`config.mk`:
```
export PLATFORM = sky130hd
export DESIGN_NAME = rct_reset_cause
export DESIGN_NICKNAME = d
export VERILOG_FILES = /design/src/common/rct_pkg.sv /design/src/rtl/rct_reset_reg.sv /design/src/rtl/rct_reset_cause.sv
export SDC_FILE = /design/constraint.sdc
export NUM_CORES = 1
export LEC_CHECK = 0
export ABC_AREA = 1
export BUFFER_PORTS_ARGS = -buffer_cell sky130_fd_sc_hd__buf_2
export CORE_ASPECT_RATIO = 1.25
export CORE_MARGIN = 3
export CORE_UTILIZATION = 56
export CTS_CLUSTER_SIZE = 25
export DETAILED_ROUTE_END_ITERATION = 7
export PLACE_DENSITY = 0.8
export SLEW_MARGIN = 25
export SYNTH_ARGS = -nofsm -noshare
export SYNTH_HDL_FRONTEND = slang
export SYNTH_SLANG_ARGS = --single-unit
```
`constraint.sdc`:
```
create_clock -name clock -period 2.6 [get_ports clock]
set_input_delay 0.26 -clock clock [delete_from_list [all_inputs] [get_ports clock]]
set_output_delay 0.26 -clock clock [all_outputs]
set_load 0.005 [all_outputs]
```
`src/common/rct_pkg.sv`:
```
package rct_pkg;

  // clock and time base
  localparam int CLOCK_PERIOD_NS = 10;
  localparam int TICK_NS = 1000;
  localparam int TICK_CYCLES = (TICK_NS + CLOCK_PERIOD_NS - 1) / CLOCK_PERIOD_NS;
  localparam int DELAY_MS = 72;
  localparam int DELAY_TICKS_DEF = DELAY_MS * 1000000 / TICK_NS;
  localparam int OSC_WAIT_CYCLES = 1024;

  // widths
  localparam int ADDR_W = 10;
  localparam int DATA_W = 32;
  localparam int REG_W = 8;
  localparam int RD_W = 16;
  localparam int PC_W = 13;
  localparam int TICK_W = 8;
  localparam int DELAY_W = 17;
  localparam int OSC_WAIT_W = 11;
  localparam int PIN_N = 3;

  // one-hot reset cause positions
  localparam int CAUSE_W = 7;
  localparam int C_POR = 0;
  localparam int C_DIP = 1;
  localparam int C_CLR_RUN = 2;
  localparam int C_CLR_SLEEP = 3;
  localparam int C_DOG_RST = 4;
  localparam int C_DOG_WAKE = 5;
  localparam int C_INT_WAKE = 6;

  // synchronised pin slots
  localparam int P_CLR = 0;
  localparam int P_SUPPLY_LOW = 1;
  localparam int P_OSC = 2;

  // register indices, byte address is four times the index
  localparam logic [7:0] IDX_STATUS = 8'h03;
  localparam logic [7:0] IDX_POWER = 8'h8E;
  localparam logic [7:0] IDX_CONFIG = 8'hC0;
  localparam logic [7:0] IDX_SEQ = 8'hC1;
  localparam logic [7:0] IDX_PCVAL = 8'hC2;

  // field positions
  localparam int ST_TIMEOUT_BIT = 4;
  localparam int ST_SLEEP_BIT = 3;
  localparam logic [7:0] ST_SW_MASK = 8'hE7;
  localparam int PWR_DIP_BIT = 0;
  localparam int PWR_POR_BIT = 1;
  localparam int CFG_OSC_LSB = 0;
  localparam int CFG_DLY_BIT = 2;
  localparam int CFG_MON_BIT = 3;
  localparam logic [7:0] CFG_IMPL = 8'h0F;
  localparam logic [7:0] CFG_RESET = 8'h09;
  localparam int IRQ_EN_BIT = 7;

  // program counter values
  localparam logic [PC_W-1:0] PC_RESET = 13'h0000;
  localparam logic [PC_W-1:0] PC_VECTOR = 13'h0004;
  localparam logic [PC_W-1:0] PC_STEP = 13'h0001;

  // oscillator modes
  typedef enum logic [1:0] {
    OSC_SLOW = 2'b00,
    OSC_XTAL = 2'b01,
    OSC_FAST = 2'b10,
    OSC_RC = 2'b11
  } rct_osc_e;

  // status load per cause: forced bits and their values
  localparam logic [7:0] ST_FMASK [CAUSE_W] = '{8'hF8, 8'hF8, 8'hE0, 8'hF8, 8'hF8, 8'h18, 8'h18};
  localparam logic [7:0] ST_FVAL [CAUSE_W] = '{8'h18, 8'h18, 8'h00, 8'h10, 8'h08, 8'h00, 8'h10};

  // default-loaded registers: pclath intcon cmcon option trisa trisb vrcon, data memory interface
  localparam int NDEF = 8;
  localparam int DEF_IRQ_SLOT = 1;
  localparam logic [7:0] DEF_IDX [NDEF] = '{8'h0A, 8'h0B, 8'h1F, 8'h81, 8'h85, 8'h86, 8'h9F, 8'h90};
  localparam logic [7:0] DEF_IMPL [NDEF] = '{8'h1F, 8'hFF, 8'h3F, 8'hFF, 8'h1F, 8'hFF, 8'hEF, 8'hFF};
  localparam logic [7:0] DEF_LMASK [NDEF] = '{8'h1F, 8'hFE, 8'h3F, 8'hFF, 8'h1F, 8'hFF, 8'hEF, 8'h07};
  localparam logic [7:0] DEF_LVAL [NDEF] = '{8'h00, 8'h00, 8'h00, 8'hFF, 8'h1F, 8'hFF, 8'h00, 8'h07};
  localparam logic [NDEF-1:0] DEF_ON_WAKE = 8'h80;

endpackage : rct_pkg

```
`src/rtl/rct_reset_reg.sv`:
```
`timescale 1ns/1ps
module rct_reset_reg #(
  parameter logic [7:0] IMPL = 8'hFF,
  parameter logic [7:0] LMASK = 8'hFF,
  parameter logic [7:0] LVAL = 8'h00
) (
  input wire logic clock,
  input wire logic rst,
  input wire logic sw_write,
  input wire logic [rct_pkg::REG_W-1:0] sw_wdata,
  input wire logic load,
  input wire logic [rct_pkg::REG_W-1:0] set_bits,
  output logic [rct_pkg::REG_W-1:0] q
);
  import rct_pkg::*;

  // value after load or software write, before hardware sets
  logic [REG_W-1:0] next_q;

  // load forces its masked bits, otherwise software may write
  always_comb begin
    next_q = q;
    if (load) begin
      next_q = (q & ~LMASK) | (LVAL & LMASK);
    end else if (sw_write) begin
      next_q = sw_wdata;
    end
  end

  // hardware set bits win over any clear in the same cycle
  always_ff @(posedge clock) begin
    if (rst) begin
      q <= LVAL & IMPL;
    end else begin
      q <= (next_q | set_bits) & IMPL;
    end
  end

endmodule : rct_reset_reg

```
`src/rtl/rct_reset_cause.sv`:
```
// Local design decision: the Avalon-MM slave port.
`timescale 1ns/1ps
// What this block does
// - power control register holds two flags
// - brown-out clears dip flag, others keep
// - dip flag meaningless when monitor disabled
// - power-on clears power-on flag only
// - crystal modes: timer plus 1024 cycles
// - rc mode: timer only, wake undelayed
// - power-on sets timeout and sleep flags
// - status flags encode the reset cause
// - reset loads 000h, wake continues, vector
// - status load values per cause
// - resets load defaults, wake keeps all but data memory if
// - data memory if low bits forced 111
// - interrupt wake keeps causing flags set
// - unimplemented bits read as zero
// - power-on takes precedence over brown-out
// - power-up timer first, then oscillator timer
// - brown-out holds, timer restarts on dip
// - timeouts ignore master clear, release immediate
module rct_reset_cause #(
  parameter int DELAY_TICKS = rct_pkg::DELAY_TICKS_DEF
) (
  input wire logic clock,
  input wire logic rst,
  // avalon-mm slave
  input wire logic [rct_pkg::ADDR_W-1:0] avs_address,
  input wire logic avs_read,
  input wire logic avs_write,
  input wire logic [rct_pkg::DATA_W-1:0] avs_writedata,
  input wire logic [3:0] avs_byteenable,
  output logic [rct_pkg::DATA_W-1:0] avs_readdata,
  output logic avs_waitrequest,
  // cause vector and core side
  input wire logic [rct_pkg::CAUSE_W-1:0] cause_onehot,
  input wire logic [rct_pkg::REG_W-1:0] wake_irq_flags,
  input wire logic [rct_pkg::PC_W-1:0] pc_current,
  input wire logic instr_step,
  // pins from outside the clock domain
  input wire logic master_clear_n,
  input wire logic supply_low,
  input wire logic osc_clk_in,
  // outputs
  output logic core_reset,
  output logic pc_load,
  output logic [rct_pkg::PC_W-1:0] pc_load_value,
  output logic vector_pending
);
  import rct_pkg::*;

  // sequencer states, gray along hold-delay-osc wait-release-run
  typedef enum logic [2:0] {
    S_HOLD = 3'b000,
    S_PUP_WAIT = 3'b001,
    S_OSC_WAIT = 3'b011,
    S_RELEASE = 3'b010,
    S_RUN = 3'b110
  } rct_state_e;

  // address hit on a register index
  function automatic logic rct_hit(input logic [ADDR_W-1:0] addr, input logic [7:0] idx);
    rct_hit = (addr[ADDR_W-1:2] == idx) && (addr[1:0] == 2'b00);
  endfunction : rct_hit

  // clean cause vector: power-on masks everything else
  function automatic logic [CAUSE_W-1:0] rct_pick(input logic [CAUSE_W-1:0] raw, input logic mon_en);
    logic [CAUSE_W-1:0] res;
    res = raw;
    res[C_DIP] = raw[C_DIP] & mon_en;
    if (raw[C_POR]) begin
      res = '0;
      res[C_POR] = 1'b1;
    end
    rct_pick = res;
  endfunction : rct_pick

  // pin synchronisers, stage a read only by stage b
  logic [PIN_N-1:0] sync_a;
  logic [PIN_N-1:0] sync_b;
  logic osc_prev;
  logic osc_edge;
  logic clear_s;
  logic supply_low_s;

  // bus state
  logic ack;
  logic wr_go;
  logic rd_take;
  logic [RD_W-1:0] rd_mux;

  // registers
  logic [REG_W-1:0] status_flags;
  logic [1:0] power_reset_cause;
  logic [REG_W-1:0] cfg;
  logic [REG_W-1:0] def_q [NDEF];

  // sequencer
  rct_state_e state;
  logic hold_is_dip;
  logic [TICK_W-1:0] tick_cnt;
  logic tick;
  logic [DELAY_W-1:0] pup_cnt;
  logic [OSC_WAIT_W-1:0] osc_cnt;

  // decoded causes
  logic [CAUSE_W-1:0] cause;
  logic any_reset;
  logic any_wake;
  logic crystal;
  rct_osc_e osc_mode;

  // two flops per pin before any logic looks at it
  always_ff @(posedge clock) begin
    if (rst) begin
      // supply counts as low until the pin has been seen, no false release
      sync_a <= PIN_N'(1 << P_SUPPLY_LOW);
      sync_b <= PIN_N'(1 << P_SUPPLY_LOW);
      osc_prev <= 1'b0;
    end else begin
      sync_a <= {osc_clk_in, supply_low, master_clear_n};
      sync_b <= sync_a;
      osc_prev <= sync_b[P_OSC];
    end
  end

  assign clear_s = sync_b[P_CLR];
  assign supply_low_s = sync_b[P_SUPPLY_LOW];
  assign osc_edge = sync_b[P_OSC] & ~osc_prev;

  assign cause = rct_pick(cause_onehot, cfg[CFG_MON_BIT]);
  assign any_reset = |cause[C_DOG_RST:C_POR];
  assign any_wake = cause[C_DOG_WAKE] | cause[C_INT_WAKE];
  assign osc_mode = rct_osc_e'(cfg[CFG_OSC_LSB +: 2]);
  assign crystal = (osc_mode != OSC_RC);

  // one wait state: request taken on the edge where ack is high
  always_ff @(posedge clock) begin
    if (rst) begin
      ack <= 1'b0;
    end else begin
      ack <= (avs_read | avs_write) & ~ack;
    end
  end

  assign avs_waitrequest = (avs_read | avs_write) & ~ack;
  assign wr_go = avs_write & ack & avs_byteenable[0];
  assign rd_take = avs_read & ~ack;

  // read mux, unimplemented and unmapped bits read zero
  always_comb begin
    rd_mux = '0;
    if (rct_hit(avs_address, IDX_STATUS)) begin
      rd_mux = {8'h00, status_flags};
    end
    if (rct_hit(avs_address, IDX_POWER)) begin
      rd_mux = {14'h0000, power_reset_cause};
    end
    if (rct_hit(avs_address, IDX_CONFIG)) begin
      rd_mux = {8'h00, cfg};
    end
    if (rct_hit(avs_address, IDX_SEQ)) begin
      rd_mux = {11'h000, vector_pending, core_reset, state};
    end
    if (rct_hit(avs_address, IDX_PCVAL)) begin
      rd_mux = {3'b000, pc_load_value};
    end
    for (int i = 0; i < NDEF; i++) begin
      if (rct_hit(avs_address, DEF_IDX[i])) begin
        rd_mux = {8'h00, def_q[i]};
      end
    end
  end

  // read data captured so it stands at the ack edge
  always_ff @(posedge clock) begin
    if (rst) begin
      avs_readdata <= '0;
    end else if (rd_take) begin
      avs_readdata <= {16'h0000, rd_mux};
    end
  end

  // configuration: oscillator mode, delay off, monitor enable
  always_ff @(posedge clock) begin
    if (rst) begin
      cfg <= CFG_RESET;
    end else if (wr_go && rct_hit(avs_address, IDX_CONFIG)) begin
      cfg <= avs_writedata[REG_W-1:0] & CFG_IMPL;
    end
  end

  // status flags: software writes, cause loads override
  always_ff @(posedge clock) begin
    if (rst) begin
      status_flags <= ST_FVAL[C_POR];
    end else begin
      if (|cause) begin
        for (int i = 0; i < CAUSE_W; i++) begin
          if (cause[i]) begin
            status_flags <= (status_flags & ~ST_FMASK[i]) | (ST_FVAL[i] & ST_FMASK[i]);
          end
        end
      end else if (wr_go && rct_hit(avs_address, IDX_STATUS)) begin
        status_flags <= (status_flags & ~ST_SW_MASK) | (avs_writedata[REG_W-1:0] & ST_SW_MASK);
      end
    end
  end

  // two flags, hardware clear wins over software write
  always_ff @(posedge clock) begin
    if (rst) begin
      power_reset_cause <= 2'b00;
    end else begin
      if (wr_go && rct_hit(avs_address, IDX_POWER)) begin
        power_reset_cause <= avs_writedata[1:0];
      end
      if (cause[C_POR]) begin
        power_reset_cause[PWR_POR_BIT] <= 1'b0;
      end
      if (cause[C_DIP]) begin
        power_reset_cause[PWR_DIP_BIT] <= 1'b0;
      end
    end
  end

  // default-loaded registers, one instance each
  generate
    for (genvar g = 0; g < NDEF; g++) begin : gen_def
      logic wr_this;
      logic load_this;
      logic [REG_W-1:0] set_this;
      assign wr_this = wr_go & rct_hit(avs_address, DEF_IDX[g]);
      // resets load, wake loads data memory if only
      assign load_this = any_reset | (DEF_ON_WAKE[g] & any_wake);
      assign set_this = ((g == DEF_IRQ_SLOT) && cause[C_INT_WAKE]) ? wake_irq_flags : '0;
      rct_reset_reg #(
        .IMPL(DEF_IMPL[g]),
        .LMASK(DEF_LMASK[g]),
        .LVAL(DEF_LVAL[g])
      ) u_reg (
        .clock(clock),
        .rst(rst),
        .sw_write(wr_this),
        .sw_wdata(avs_writedata[REG_W-1:0]),
        .load(load_this),
        .set_bits(set_this),
        .q(def_q[g])
      );
    end
  endgenerate

  // free-running tick for the power-up timer
  always_ff @(posedge clock) begin
    if (rst || tick) begin
      tick_cnt <= '0;
    end else begin
      tick_cnt <= tick_cnt + 1'b1;
    end
  end

  assign tick = (tick_cnt == TICK_W'(TICK_CYCLES - 1));

  // power-up timer counts ticks only in its state
  always_ff @(posedge clock) begin
    if (rst || state != S_PUP_WAIT || supply_low_s) begin
      pup_cnt <= '0;
    end else if (tick) begin
      pup_cnt <= pup_cnt + 1'b1;
    end
  end

  // oscillator timer counts input oscillator edges
  always_ff @(posedge clock) begin
    if (rst || state != S_OSC_WAIT) begin
      osc_cnt <= '0;
    end else if (osc_edge) begin
      osc_cnt <= osc_cnt + 1'b1;
    end
  end

  // remembers which kind of hold is waiting for supply
  always_ff @(posedge clock) begin
    if (rst || cause[C_POR]) begin
      hold_is_dip <= 1'b0;
    end else if (cause[C_DIP]) begin
      hold_is_dip <= 1'b1;
    end
  end

  // start-up sequencer
  always_ff @(posedge clock) begin
    if (rst || cause[C_POR] || cause[C_DIP]) begin
      state <= S_HOLD;
    end else if (cause[C_CLR_RUN] || cause[C_CLR_SLEEP] || cause[C_DOG_RST]) begin
      state <= S_RELEASE;
    end else if (any_wake) begin
      state <= crystal ? S_OSC_WAIT : S_RELEASE;
    end else begin
      case (state)
        S_HOLD: begin
          if (!supply_low_s) begin
            if (hold_is_dip || !cfg[CFG_DLY_BIT]) begin
              state <= S_PUP_WAIT;
            end else begin
              state <= crystal ? S_OSC_WAIT : S_RELEASE;
            end
          end
        end
        S_PUP_WAIT: begin
          if (supply_low_s) begin
            state <= S_HOLD;
          end else if (tick && pup_cnt == DELAY_W'(DELAY_TICKS - 1)) begin
            state <= crystal ? S_OSC_WAIT : S_RELEASE;
          end
        end
        S_OSC_WAIT: begin
          if (osc_edge && osc_cnt == OSC_WAIT_W'(OSC_WAIT_CYCLES - 1)) begin
            state <= S_RELEASE;
          end
        end
        S_RELEASE: begin
          // start as soon as master clear is high
          if (clear_s) begin
            state <= S_RUN;
          end
        end
        S_RUN: begin
          // master clear low drops back to held release
          if (!clear_s) begin
            state <= S_RELEASE;
          end
        end
        default: begin
          state <= S_HOLD;
        end
      endcase
    end
  end

  // core held in reset until the sequencer runs
  always_ff @(posedge clock) begin
    if (rst) begin
      core_reset <= 1'b1;
    end else begin
      core_reset <= (state != S_RUN);
    end
  end

  always_ff @(posedge clock) begin
    if (rst) begin
      pc_load <= 1'b0;
      pc_load_value <= PC_RESET;
      vector_pending <= 1'b0;
    end else begin
      pc_load <= 1'b0;
      if (any_reset) begin
        pc_load <= 1'b1;
        pc_load_value <= PC_RESET;
        vector_pending <= 1'b0;
      end else if (any_wake) begin
        pc_load <= 1'b1;
        pc_load_value <= pc_current + PC_STEP;
        vector_pending <= cause[C_INT_WAKE] & def_q[DEF_IRQ_SLOT][IRQ_EN_BIT];
      end else if (vector_pending && instr_step) begin
        // vector after the woken instruction completes
        pc_load <= 1'b1;
        pc_load_value <= PC_VECTOR;
        vector_pending <= 1'b0;
      end
    end
  end

endmodule : rct_reset_cause

```
==> impl_metrics.csv, run 1 <==
group,metric,value,unit
outcome,outcome,"finished, final reports clean",
drt,final_antenna_net_count,0,
synthesis,ys_seq_area_share,40.9,%
timing,layout_min_cycle_time,2.15,ns
synthesis,synth_warnings,0,
timing,finalHoldViolCount,0,
finish,antenna_cells,0,
global_route,grt-ovfl-total,0,
drt,dr.pass1.iters,5,
finish,area_growth_syn_to_layout,17.2,%
worst_setup_path,cpMostUsedCell,"nor2_1",
worst_setup_path,cp.required,2.89,ns
global_route,grtUsageTotal,27.2,%
global_route,grt_pass1_vias,6373,
synthesis,synth_area_leader_cell,"dfxtp_1",
synthesis,synth_async_sr_flop_share,0,%
worst_setup_path,worst-path-buf-inv,0,
finish,finalCoreUtilization,67.9,%
min_path,min-delay-start,"osc_clk_in",
finish,num-nets-final,1198,
worst_setup_path,crit_type,"flip-flop to flip-flop",
synthesis,synth_edf_count,0,
power,powerDensity,639,nW/um^2
synthesis,avgSynthCellArea,7.00,sq um
drt,wirelength,19.1,mm
placement,place_ws,0.434,ns
clock_network,cts-root-buf,"clkbuf_16",
min_path,hold_class,"primary input to flip-flop",
worst_setup_path,crit_fanout,7,
power,leakage,0.00352,uW
floorplan,core_area,12300,sq um
clock_network,max-clock-path-buffers,2,
timing,grt_setup_unrepaired,"no",
placement,port_buffers,84,
timing,setup_tns,0,ns
job,maxCapViolCount,0,
clock_network,post_cts_buffers,0,
timing,min_period_over_period,82.8,%
synthesis,synthTopCellsByArea,"dfxtp_1 41%, nand2_1 11%, inv_1 7.5%",
min_path,min_to,"sync_a[2]",
global_route,antenna_found_initial,0,
synthesis,netlist_instances,1020,
timing,fin_worst_skew,0.00748,ns
power,ir_worst_vdd,0.000342,V
drt,drc_errors,0,
worst_setup_path,critPathArrivalTime,2.44,ns
worst_setup_path,path_cells,"ha_1, nand2_1, nor3_2, nand3_2, nor3_2, nand2_1, nor2_1, nand3_1, nor2_1, xor2_1, nor2_1",
worst_setup_path,worstSetupStartpointType,"flip-flop",
synthesis,ys_ff_latch,146,
timing,max-slew-margin-rel,60.6,%
clock_network,clk_latency,0.43,ns
placement,gp_congestion,0.991,
worst_setup_path,r2r_cells,11,
worst_setup_path,timing.rr.end,"pup_cnt[11]",
synthesis,synth_area,7140,sq um
worst_setup_path,worstSetupEndpointType,"flip-flop",
placement,dp.cells,1256,
clock_network,cts_sinks,146,
clock_network,cts_tree,"yes",
floorplan,rows,45,
floorplan,die-area,14100,sq um
timing,fmax,465,MHz
worst_setup_path,cpLargestDelayFamily,"simple AND/OR/NAND/NOR gates",
synthesis,synth_most_common_cell,"nand2_1",
global_route,grt_pass1_wl,30.5,mm
worst_setup_path,slowest_delay,0.35,ns
drt,avgRoutedWirePerCell,14.8,um
floorplan,start_util,57.9,%
floorplan,die_y,132,um
worst_setup_path,slowest_stage,"dfxtp_1",
timing,finalMaxSlewViolations,0,
min_path,hold_path_depth,3,
floorplan,io_pins,131,
finish,drive_above_1_share,14.5,%
synthesis,yosysTopAreaCellShare,40.9,%
timing,setup_viol,0,
synthesis,synth_common_cells,"209 x nand2_1, 146 x dfxtp_1, 143 x inv_1, 102 x nor2_1, 87 x a21oi_1",
finish,final_area,8370,sq um
synthesis,synth_flop_cell,"dfxtp_1",
clock_network,clk_pin_slew,0.06,ns
placement,detailed_place_hpwl,14.1,mm
clock_network,numCtsBuffers,17,
drt,viasPerCell,5.42,
global_route,grt_max_degree,40,
worst_setup_path,regToRegSetupSlack,0.45,ns
drt,num_vias,6984,
finish,finalNonFillerCells,1289,
synthesis,synth_cell_types,45,
clock_network,ctsHtreeMaxLevel,4,
timing,worst_pin_slew,0.587,ns
timing,setup_ws,0.448,ns
worst_setup_path,reg2reg_from,"tick_cnt[0]",
placement,place_area,7700,sq um
floorplan,die_w,107,um
drt,drt-initial-drc-count,517,
[worst reg2reg max path, cell delays in order, from the launching register on]
cell     delay [ns]
dfxtp_1        0.35
ha_1           0.17
nand2_1        0.08
nor3_2         0.13
nand3_2        0.16
nor3_2         0.19
nand2_1        0.11
nor2_1         0.17
nand3_1        0.19
nor2_1         0.22
xor2_1         0.17
nor2_1         0.06
[registers in the layout, indices dropped and copies added (netlist names), 2 cells and up]
| register | cells |
|---|---|
| gen_def.u_reg.q | 55 |
| pup_cnt | 17 |
| avs_readdata | 13 |
| pc_load_value | 13 |
| osc_cnt | 11 |
| status_flags | 8 |
| tick_cnt | 8 |
| cfg | 4 |
| state | 3 |
| sync_a | 3 |
| sync_b | 3 |
| power_reset_cause | 2 |
[per-layer routing]
layer  GRT usage, %  wire length, um  vias up
met5              0                0        -
met4           12.5              697        0
met3           5.29             1220       45
met2           45.0             9190      243
met1           34.0             7970     3187
li1               -                -     3509
[what timing repair did]
action	in CTS	in global routing
hold buffers	1	0
gates resized for setup	0	0
hold endpoints to repair	1	0
[worst max path at each step]
| stage | from | to | slack (ns) | depth (start not counted) |
|---|---|---|---|---|
| 2_1_floorplan | tick_cnt[0] | pup_cnt[16] | 0.78 | 12 |
| 3_3_place_gp | avs_address[5] | avs_readdata[4] | 0.43 | 16 |
| 3_5_place_dp | avs_address[1] | avs_readdata[4] | 0.43 | 13 |
| 4_1_cts | tick_cnt[0] | pup_cnt[11] | 0.42 | 11 |
| 5_1_grt | tick_cnt[0] | pup_cnt[16] | 0.14 | 12 |
| 6_report | tick_cnt[0] | pup_cnt[11] | 0.45 | 11 |
[area by class of cell]
type	instances	area (sq um)
inverters	149	559
repair buffers	98	528
well taps	164	205
fillers	1116	3960
clock buffers	22	484
flip-flops and latches	146	2920
multi-input cells	700	3490
clock inverters	10	178
[placed cells by master, fill, tap and decap left out, types with 13 or more instances in the layout]
master,n
nor3_1,21
nand2_1,209
nor2_1,101
dfxtp_1,146
nand4_1,17
buf_2,84
o211ai_1,32
a21oi_1,87
nand3_1,51
inv_1,143
clkbuf_16,17
o21ai_0,63
buf_4,13
conb_1,19
[per-stage QoR]
| stage | power [uW] | hold WS [ns] |
|---|---|---|
| 6_report | 5350 | 0.0377 |
| 5_1_grt | 5520 | 0.0523 |
| 4_1_cts | 5370 | 0.0256 |
| 3_5_place_dp | 2660 | 0.395 |
| 3_3_place_gp | 2650 | 0.395 |
| 2_1_floorplan | 2540 | 0.364 |
[kinds of logic after synthesis]
group                    share of synthesized area (%)
buffers and inverters                             11.1
adder cells (fa/ha/maj)                          0.701
flip-flops                                        40.9
XOR/XNOR                                          1.47
other                                           0.0525
AND/OR/NAND/NOR                                   28.2
AO/OA/AOI/OAI                                     17.5
[power by group]
| part | internal, uW | leakage, uW | switching (uW) |
|---|---|---|---|
| combinational | 105 | 0.00201 | 229 |
| sequential | 2270 | 0.00118 | 17.1 |
| clock | 1800 | 0.000326 | 932 |
Note: power is estimated with default switching activity, not from simulation.
==> run 2: changes to the inputs <==
==> constraint.sdc (replaced) <==
create_clock -name clock -period 2.2 [get_ports clock]
set_input_delay 0.22 -clock clock [delete_from_list [all_inputs] [get_ports clock]]
set_output_delay 0.22 -clock clock [all_outputs]
set_load 0.005 [all_outputs]
==> run 2 against run 1 <==
Against the previous run:
- critical path depth is 1 higher
- non-clock buffer count grew 22
- final area increased by 2.9%
==> impl_metrics.csv, run 2 (same netlist as run 1, synthesis figures left out) <==
group,metric,value,unit
outcome,outcome,"finished, final reports clean",
worst_setup_path,crit_type,"flip-flop to flip-flop",
finish,regMostFlops,"gen_def.u_reg.q",
clock_network,cts_tree,"yes",
drt,drt-initial-drc-count,542,
worst_setup_path,cpMostUsedCell,"nor2_4",
floorplan,die-area,14100,sq um
worst_setup_path,regToRegSetupSlack,0.1,ns
global_route,grt-ovfl-total,0,
drt,viasPerCell,5.50,
timing,layout_min_cycle_time,2.10,ns
timing,setup_viol,0,
finish,final_common_cell,"nand2_1",
power,p_total,6260,uW
clock_network,clk_pin_slew,0.06,ns
worst_setup_path,slowest_delay,0.34,ns
drt,dr.pass1.iters,7,
timing,fin_hold_ws,0.0115,ns
worst_setup_path,worstSetupStartpointType,"flip-flop",
finish,num-nets-final,1220,
power,p_clk_share,50.3,%
global_route,grt_max_degree,35,
finish,drive_above_1_share,17.3,%
power,ir_worst_vdd,0.000475,V
timing,min_period_over_period,95.5,%
clock_network,ctsHtreeMaxLevel,4,
drt,drc_errors,0,
drt,wirelength,20.0,mm
power,combPwrFrac,6.5,%
floorplan,die_y,132,um
worst_setup_path,worstSetupEndpointType,"flip-flop",
floorplan,rows,45,
timing,worst_pin_slew,0.630,ns
finish,filler_cell_count,1039,
power,intPower,4870,uW
clock_network,max-clock-path-buffers,2,
clock_network,numCtsBuffers,17,
finish,area_growth_syn_to_layout,20.6,%
clock_network,cts-root-buf,"clkbuf_16",
floorplan,die_w,107,um
finish,top_regs,"gen_def.u_reg.q x55, pup_cnt x17",
power,switching_power,1380,uW
global_route,antenna_found_initial,0,
global_route,grt_pass1_vias,6679,
power,powerDensity,726,nW/um^2
power,leakage,0.00364,uW
placement,port_buffers,84,
worst_setup_path,slowest_stage,"dfxtp_2",
worst_setup_path,critPathArrivalTime,2.39,ns
power,switching_share,22.1,%
floorplan,start_util,57.9,%
drt,final_antenna_net_count,0,
finish,antenna_cells,0,
global_route,grtUsageTotal,28.4,%
job,maxCapViolCount,0,
finish,largest_reg_flops,55,
clock_network,clk_latency,0.43,ns
worst_setup_path,worst-path-buf-inv,0,
placement,detailed_place_hpwl,14.4,mm
timing,finalHoldViolCount,0,
worst_setup_path,cp.required,2.49,ns
finish,layout_common_cells,"207 x nand2_1, 143 x dfxtp_1, 142 x inv_1",
worst_setup_path,cpLargestDelayFamily,"simple AND/OR/NAND/NOR gates",
global_route,grt_pass1_wl,32.0,mm
placement,gp_congestion,1.01,
min_path,hold_class,"primary input to flip-flop",
power,power_frac_seq,43.2,%
drt,avgRoutedWirePerCell,15.3,um
floorplan,core_area,12300,sq um
timing,fin_worst_skew,0.00989,ns
timing,max-slew-margin-rel,57.9,%
worst_setup_path,path_cells,"ha_2, nand2_2, nor3_4, nand3_2, nor2_4, nand2_4, nor2_4, nand3_4, nor2_4, nand4_1, xor2_1, nor2_1",
clock_network,cts_sinks,146,
timing,fmax,476,MHz
floorplan,io_pins,131,
timing,finalMaxSlewViolations,0,
worst_setup_path,crit_fanout,4,
drt,num_vias,7203,
==> run 2: cell count changes in the layout (fill, tap and decap cells not counted), sizes merged <==
cell         delta
buf            +21
clkbuf          -1
dlygate4sd3     +1
==> run 2: final timing paths <==
check	startpoint	end	cells after the start
max reg2reg	tick_cnt[0]	pup_cnt[16]	12
min	osc_clk_in	sync_a[2]	3
max	tick_cnt[0]	pup_cnt[16]	12
min reg2reg	sync_a[2]	sync_b[2]	2
==> run 2: metrics by stage <==
| step | util [%] | setup slack [ns] | cell area (sq um) | cells | TNS [ns] |
|---|---|---|---|---|---|
| after floorplan | - | 0.377 | 7210 | 1038 | 0 |
| after global placement | 63.5 | 0.110 | 7830 | 1274 | 0 |
| after detailed placement | 63.5 | 0.109 | 7830 | 1274 | 0 |
| after CTS | 68.9 | 0.0195 | 8490 | 1307 | 0 |
| after global routing | 69.8 | -0.00405 | 8610 | 1310 | -0.00405 |
| final | 69.8 | 0.0987 | 8610 | 1310 | 0 |
==> run 2: layout make-up <==
cell class / instances / area (sq um) / area share [%]
clock inverters: 10 / 181 / 2.11
well taps: 164 / 205 / 2.38
repair buffers: 120 / 696 / 8.08
flip-flops and latches: 146 / 2930 / 34.0
multi-input cells: 700 / 3580 / 41.6
inverters: 149 / 559 / 6.50
clock buffers: 21 / 460 / 5.35
==> run 2: per-layer routing <==
layer	GRT usage, %	routed length [um]
met2	48.7	10000
met3	6.17	1310
met5	0	0
met1	34.7	8080
met4	10.8	608
==> run 2: worst register-to-register path, cell delays in order, from the launching register on <==
cell and delay [ns]:
dfxtp_2 0.34, ha_2 0.18, nand2_2 0.07, nor3_4 0.21
nand3_2 0.17, nor2_4 0.18, nand2_4 0.08, nor2_4 0.17
nand3_4 0.11, nor2_4 0.12, nand4_1 0.11, xor2_1 0.17
nor2_1 0.05
==> run 2: repair_timing <==
action,in CTS,in global routing
hold endpoints to repair,2,0
buffers inserted,0,3
hold buffers,2,0
endpoints found under the setup margin,0,7
resized for setup,0,26
==> run 2: power by group through the flow <==
stage / logic [uW] / registers (uW) / clock network, uW
floorplan: 247 / 2750 / 0
global placement: 385 / 2760 / 0
detailed placement: 390 / 2760 / 0
CTS: 398 / 2700 / 3180
global route: 450 / 2700 / 3290
finish: 407 / 2700 / 3150
==> run 3: changes to the inputs <==
--- a/config.mk
+++ b/config.mk
@@ -12,7 +12,8 @@
 export CORE_UTILIZATION = 56
 export CTS_CLUSTER_SIZE = 25
 export DETAILED_ROUTE_END_ITERATION = 7
-export PLACE_DENSITY = 0.8
+export GPL_TIMING_DRIVEN = 0
+export PLACE_DENSITY = 0.79
 export SLEW_MARGIN = 25
 export SYNTH_ARGS = -nofsm -noshare
 export SYNTH_HDL_FRONTEND = slang
==> run 3 against run 2 <==
Against the previous run:
- final cell count increased by 0.84%
- clock power shrank 3%
- first-iteration DRC count is 7.7% higher
- hold slack improved by 0.0043 ns
- register-to-register slack improved by 0.08 ns
- sequential share of layout area up 0.055 points
- die area unchanged
- count of clock-buffer cells in the layout up 2
- flip-flop and latch count unchanged
- global-route usage up 0.53 points
- critical endpoint unchanged
- largest cell class unchanged
==> impl_metrics.csv, run 3 (same netlist as run 1, synthesis figures left out) <==
group,metric,value,unit
floorplan,die_w,107,um
min_path,hold_path_depth,3,
finish,final_common_cell,"nand2_1",
power,switching_share,22.9,%
floorplan,die-area,14100,sq um
timing,layout_min_cycle_time,2.02,ns
worst_setup_path,crit_fanout,4,
worst_setup_path,r2r_cells,12,
finish,layout_common_cells,"208 x nand2_1, 146 x dfxtp_1, 143 x inv_1",
worst_setup_path,worstSetupStartpointType,"flip-flop",
outcome,outcome,"finished, final reports clean",
clock_network,max-clock-path-buffers,2,
job,maxCapViolCount,0,
power,switching_power,1420,uW
finish,largest_reg_flops,55,
timing,fin_worst_skew,0.00856,ns
worst_setup_path,crit_type,"flip-flop to flip-flop",
drt,drc_errors,0,
drt,final_antenna_net_count,0,
drt,viasPerCell,5.47,
global_route,antenna_found_initial,0,
drt,dr.pass1.iters,6,
min_path,hold_class,"primary input to flip-flop",
timing,finalMaxSlewViolations,0,
placement,dp.cells,1286,
finish,filler_cell_count,1045,
clock_network,ctsHtreeMaxLevel,4,
timing,max-slew-margin-rel,52.5,%
clock_network,cts_sinks,146,
global_route,grt_max_degree,17,
finish,regMostFlops,"gen_def.u_reg.q",
finish,area_growth_syn_to_layout,20.3,%
power,p_clk_share,49.5,%
timing,worst_pin_slew,0.706,ns
worst_setup_path,worstSetupEndpointType,"flip-flop",
placement,gp_congestion,0.986,
power,leakage,0.00361,uW
power,powerDensity,723,nW/um^2
drt,drt-initial-drc-count,584,
finish,antenna_cells,0,
global_route,grt_pass1_vias,6675,
global_route,grtUsageTotal,28.9,%
clock_network,cts_tree,"yes",
timing,min_period_over_period,91.8,%
finish,finalNonFillerCells,1321,
finish,top_regs,"gen_def.u_reg.q x55, pup_cnt x17",
clock_network,clk_pin_slew,0.06,ns
floorplan,rows,45,
timing,fin_hold_ws,0.0159,ns
worst_setup_path,timing.rr.end,"pup_cnt[16]",
finish,drive_above_1_share,16.4,%
finish,num-nets-final,1230,
worst_setup_path,reg2reg_from,"tick_cnt[0]",
worst_setup_path,regToRegSetupSlack,0.18,ns
placement,place_area,7830,sq um
power,intPower,4780,uW
clock_network,clk_latency,0.43,ns
floorplan,core_area,12300,sq um
min_path,min-delay-start,"master_clear_n",
timing,fmax,495,MHz
global_route,grt_pass1_wl,32.1,mm
global_route,grt-ovfl-total,0,
min_path,min_to,"sync_a[0]",
floorplan,io_pins,131,
timing,finalHoldViolCount,0,
clock_network,numCtsBuffers,17,
timing,setup_viol,0,
drt,num_vias,7232,
drt,avgRoutedWirePerCell,15.6,um
worst_setup_path,critPathArrivalTime,2.32,ns
drt,wirelength,20.6,mm
finish,final_area,8590,sq um
power,power_frac_seq,43.5,%
power,ir_worst_vdd,0.000579,V
clock_network,cts-root-buf,"clkbuf_16",
power,combPwrFrac,7.0,%
placement,detailed_place_hpwl,15.1,mm
floorplan,die_y,132,um
worst_setup_path,cp.required,2.50,ns
floorplan,start_util,57.9,%
placement,port_buffers,84,
## run 3: how the worst max path moves through the flow
stage,cells past startpoint,from,end
after floorplan,12,tick_cnt[0],pup_cnt[16]
after global placement,7,ack,gen_def[3].u_reg.q[4]
after detailed placement,7,ack,gen_def[3].u_reg.q[4]
after CTS,12,tick_cnt[0],pup_cnt[16]
after global routing,12,tick_cnt[0],pup_cnt[16]
final,12,tick_cnt[0],pup_cnt[16]
## run 3: layout make-up
class | count | area, sq um | area share, %
clock inverters | 9 | 125 | 1.46
inverters | 149 | 559 | 6.51
flip-flops and latches | 146 | 2920 | 34.0
repair buffers | 87 | 445 | 5.19
well taps | 164 | 205 | 2.39
plain buffers | 43 | 238 | 2.77
clock buffers | 23 | 508 | 5.92
multi-input cells | 700 | 3580 | 41.7
## run 3: critical path, cell delays in order (launching register included)
cell     delay, ns
dfxtp_1       0.35
ha_1          0.17
nand2_1       0.08
nor3_2        0.13
nand3_2       0.17
nor2_4        0.14
nand2_2       0.09
nor2_2        0.17
nand3_2       0.14
nor2_4        0.12
nand4_1       0.11
xor2_1        0.16
nor2_1        0.06
## run 3: through the flow
stage               setup WS, ns  utilization, %  TNS [ns]  total power, uW
floorplan                  0.377               -         0             3000
global placement         -0.0394            63.5    -0.107             3170
detailed placement       -0.0812            63.5    -0.403             3170
CTS                       0.0886            68.7         0             6200
global route             -0.0435            69.6   -0.0697             6380
finish                     0.180            69.6         0             6200
## run 3: power by group through the flow
| stage | logic (uW) | registers [uW] | clock network [uW] |
|---|---|---|---|
| 2_1_floorplan | 247 | 2750 | 0 |
| 3_3_place_gp | 410 | 2760 | 0 |
| 3_5_place_dp | 414 | 2760 | 0 |
| 4_1_cts | 419 | 2700 | 3080 |
| 5_1_grt | 479 | 2700 | 3200 |
| 6_report | 433 | 2700 | 3070 |
## run 3: metal layers
layer	global-route usage (%)	share of wire, %
met5	0	0
met1	35.4	39
met4	16.1	5.1
met2	47.9	49
met3	4.95	6.4
## run 3: timing repair
item                                   in CTS  in global routing
resized for setup                           1                 21
pin swaps                                   0                  3
buffers inserted                            0                  2
hold buffers                                1                  0
setup endpoints to repair                  18                 14
endpoints found under the hold margin       1                  0
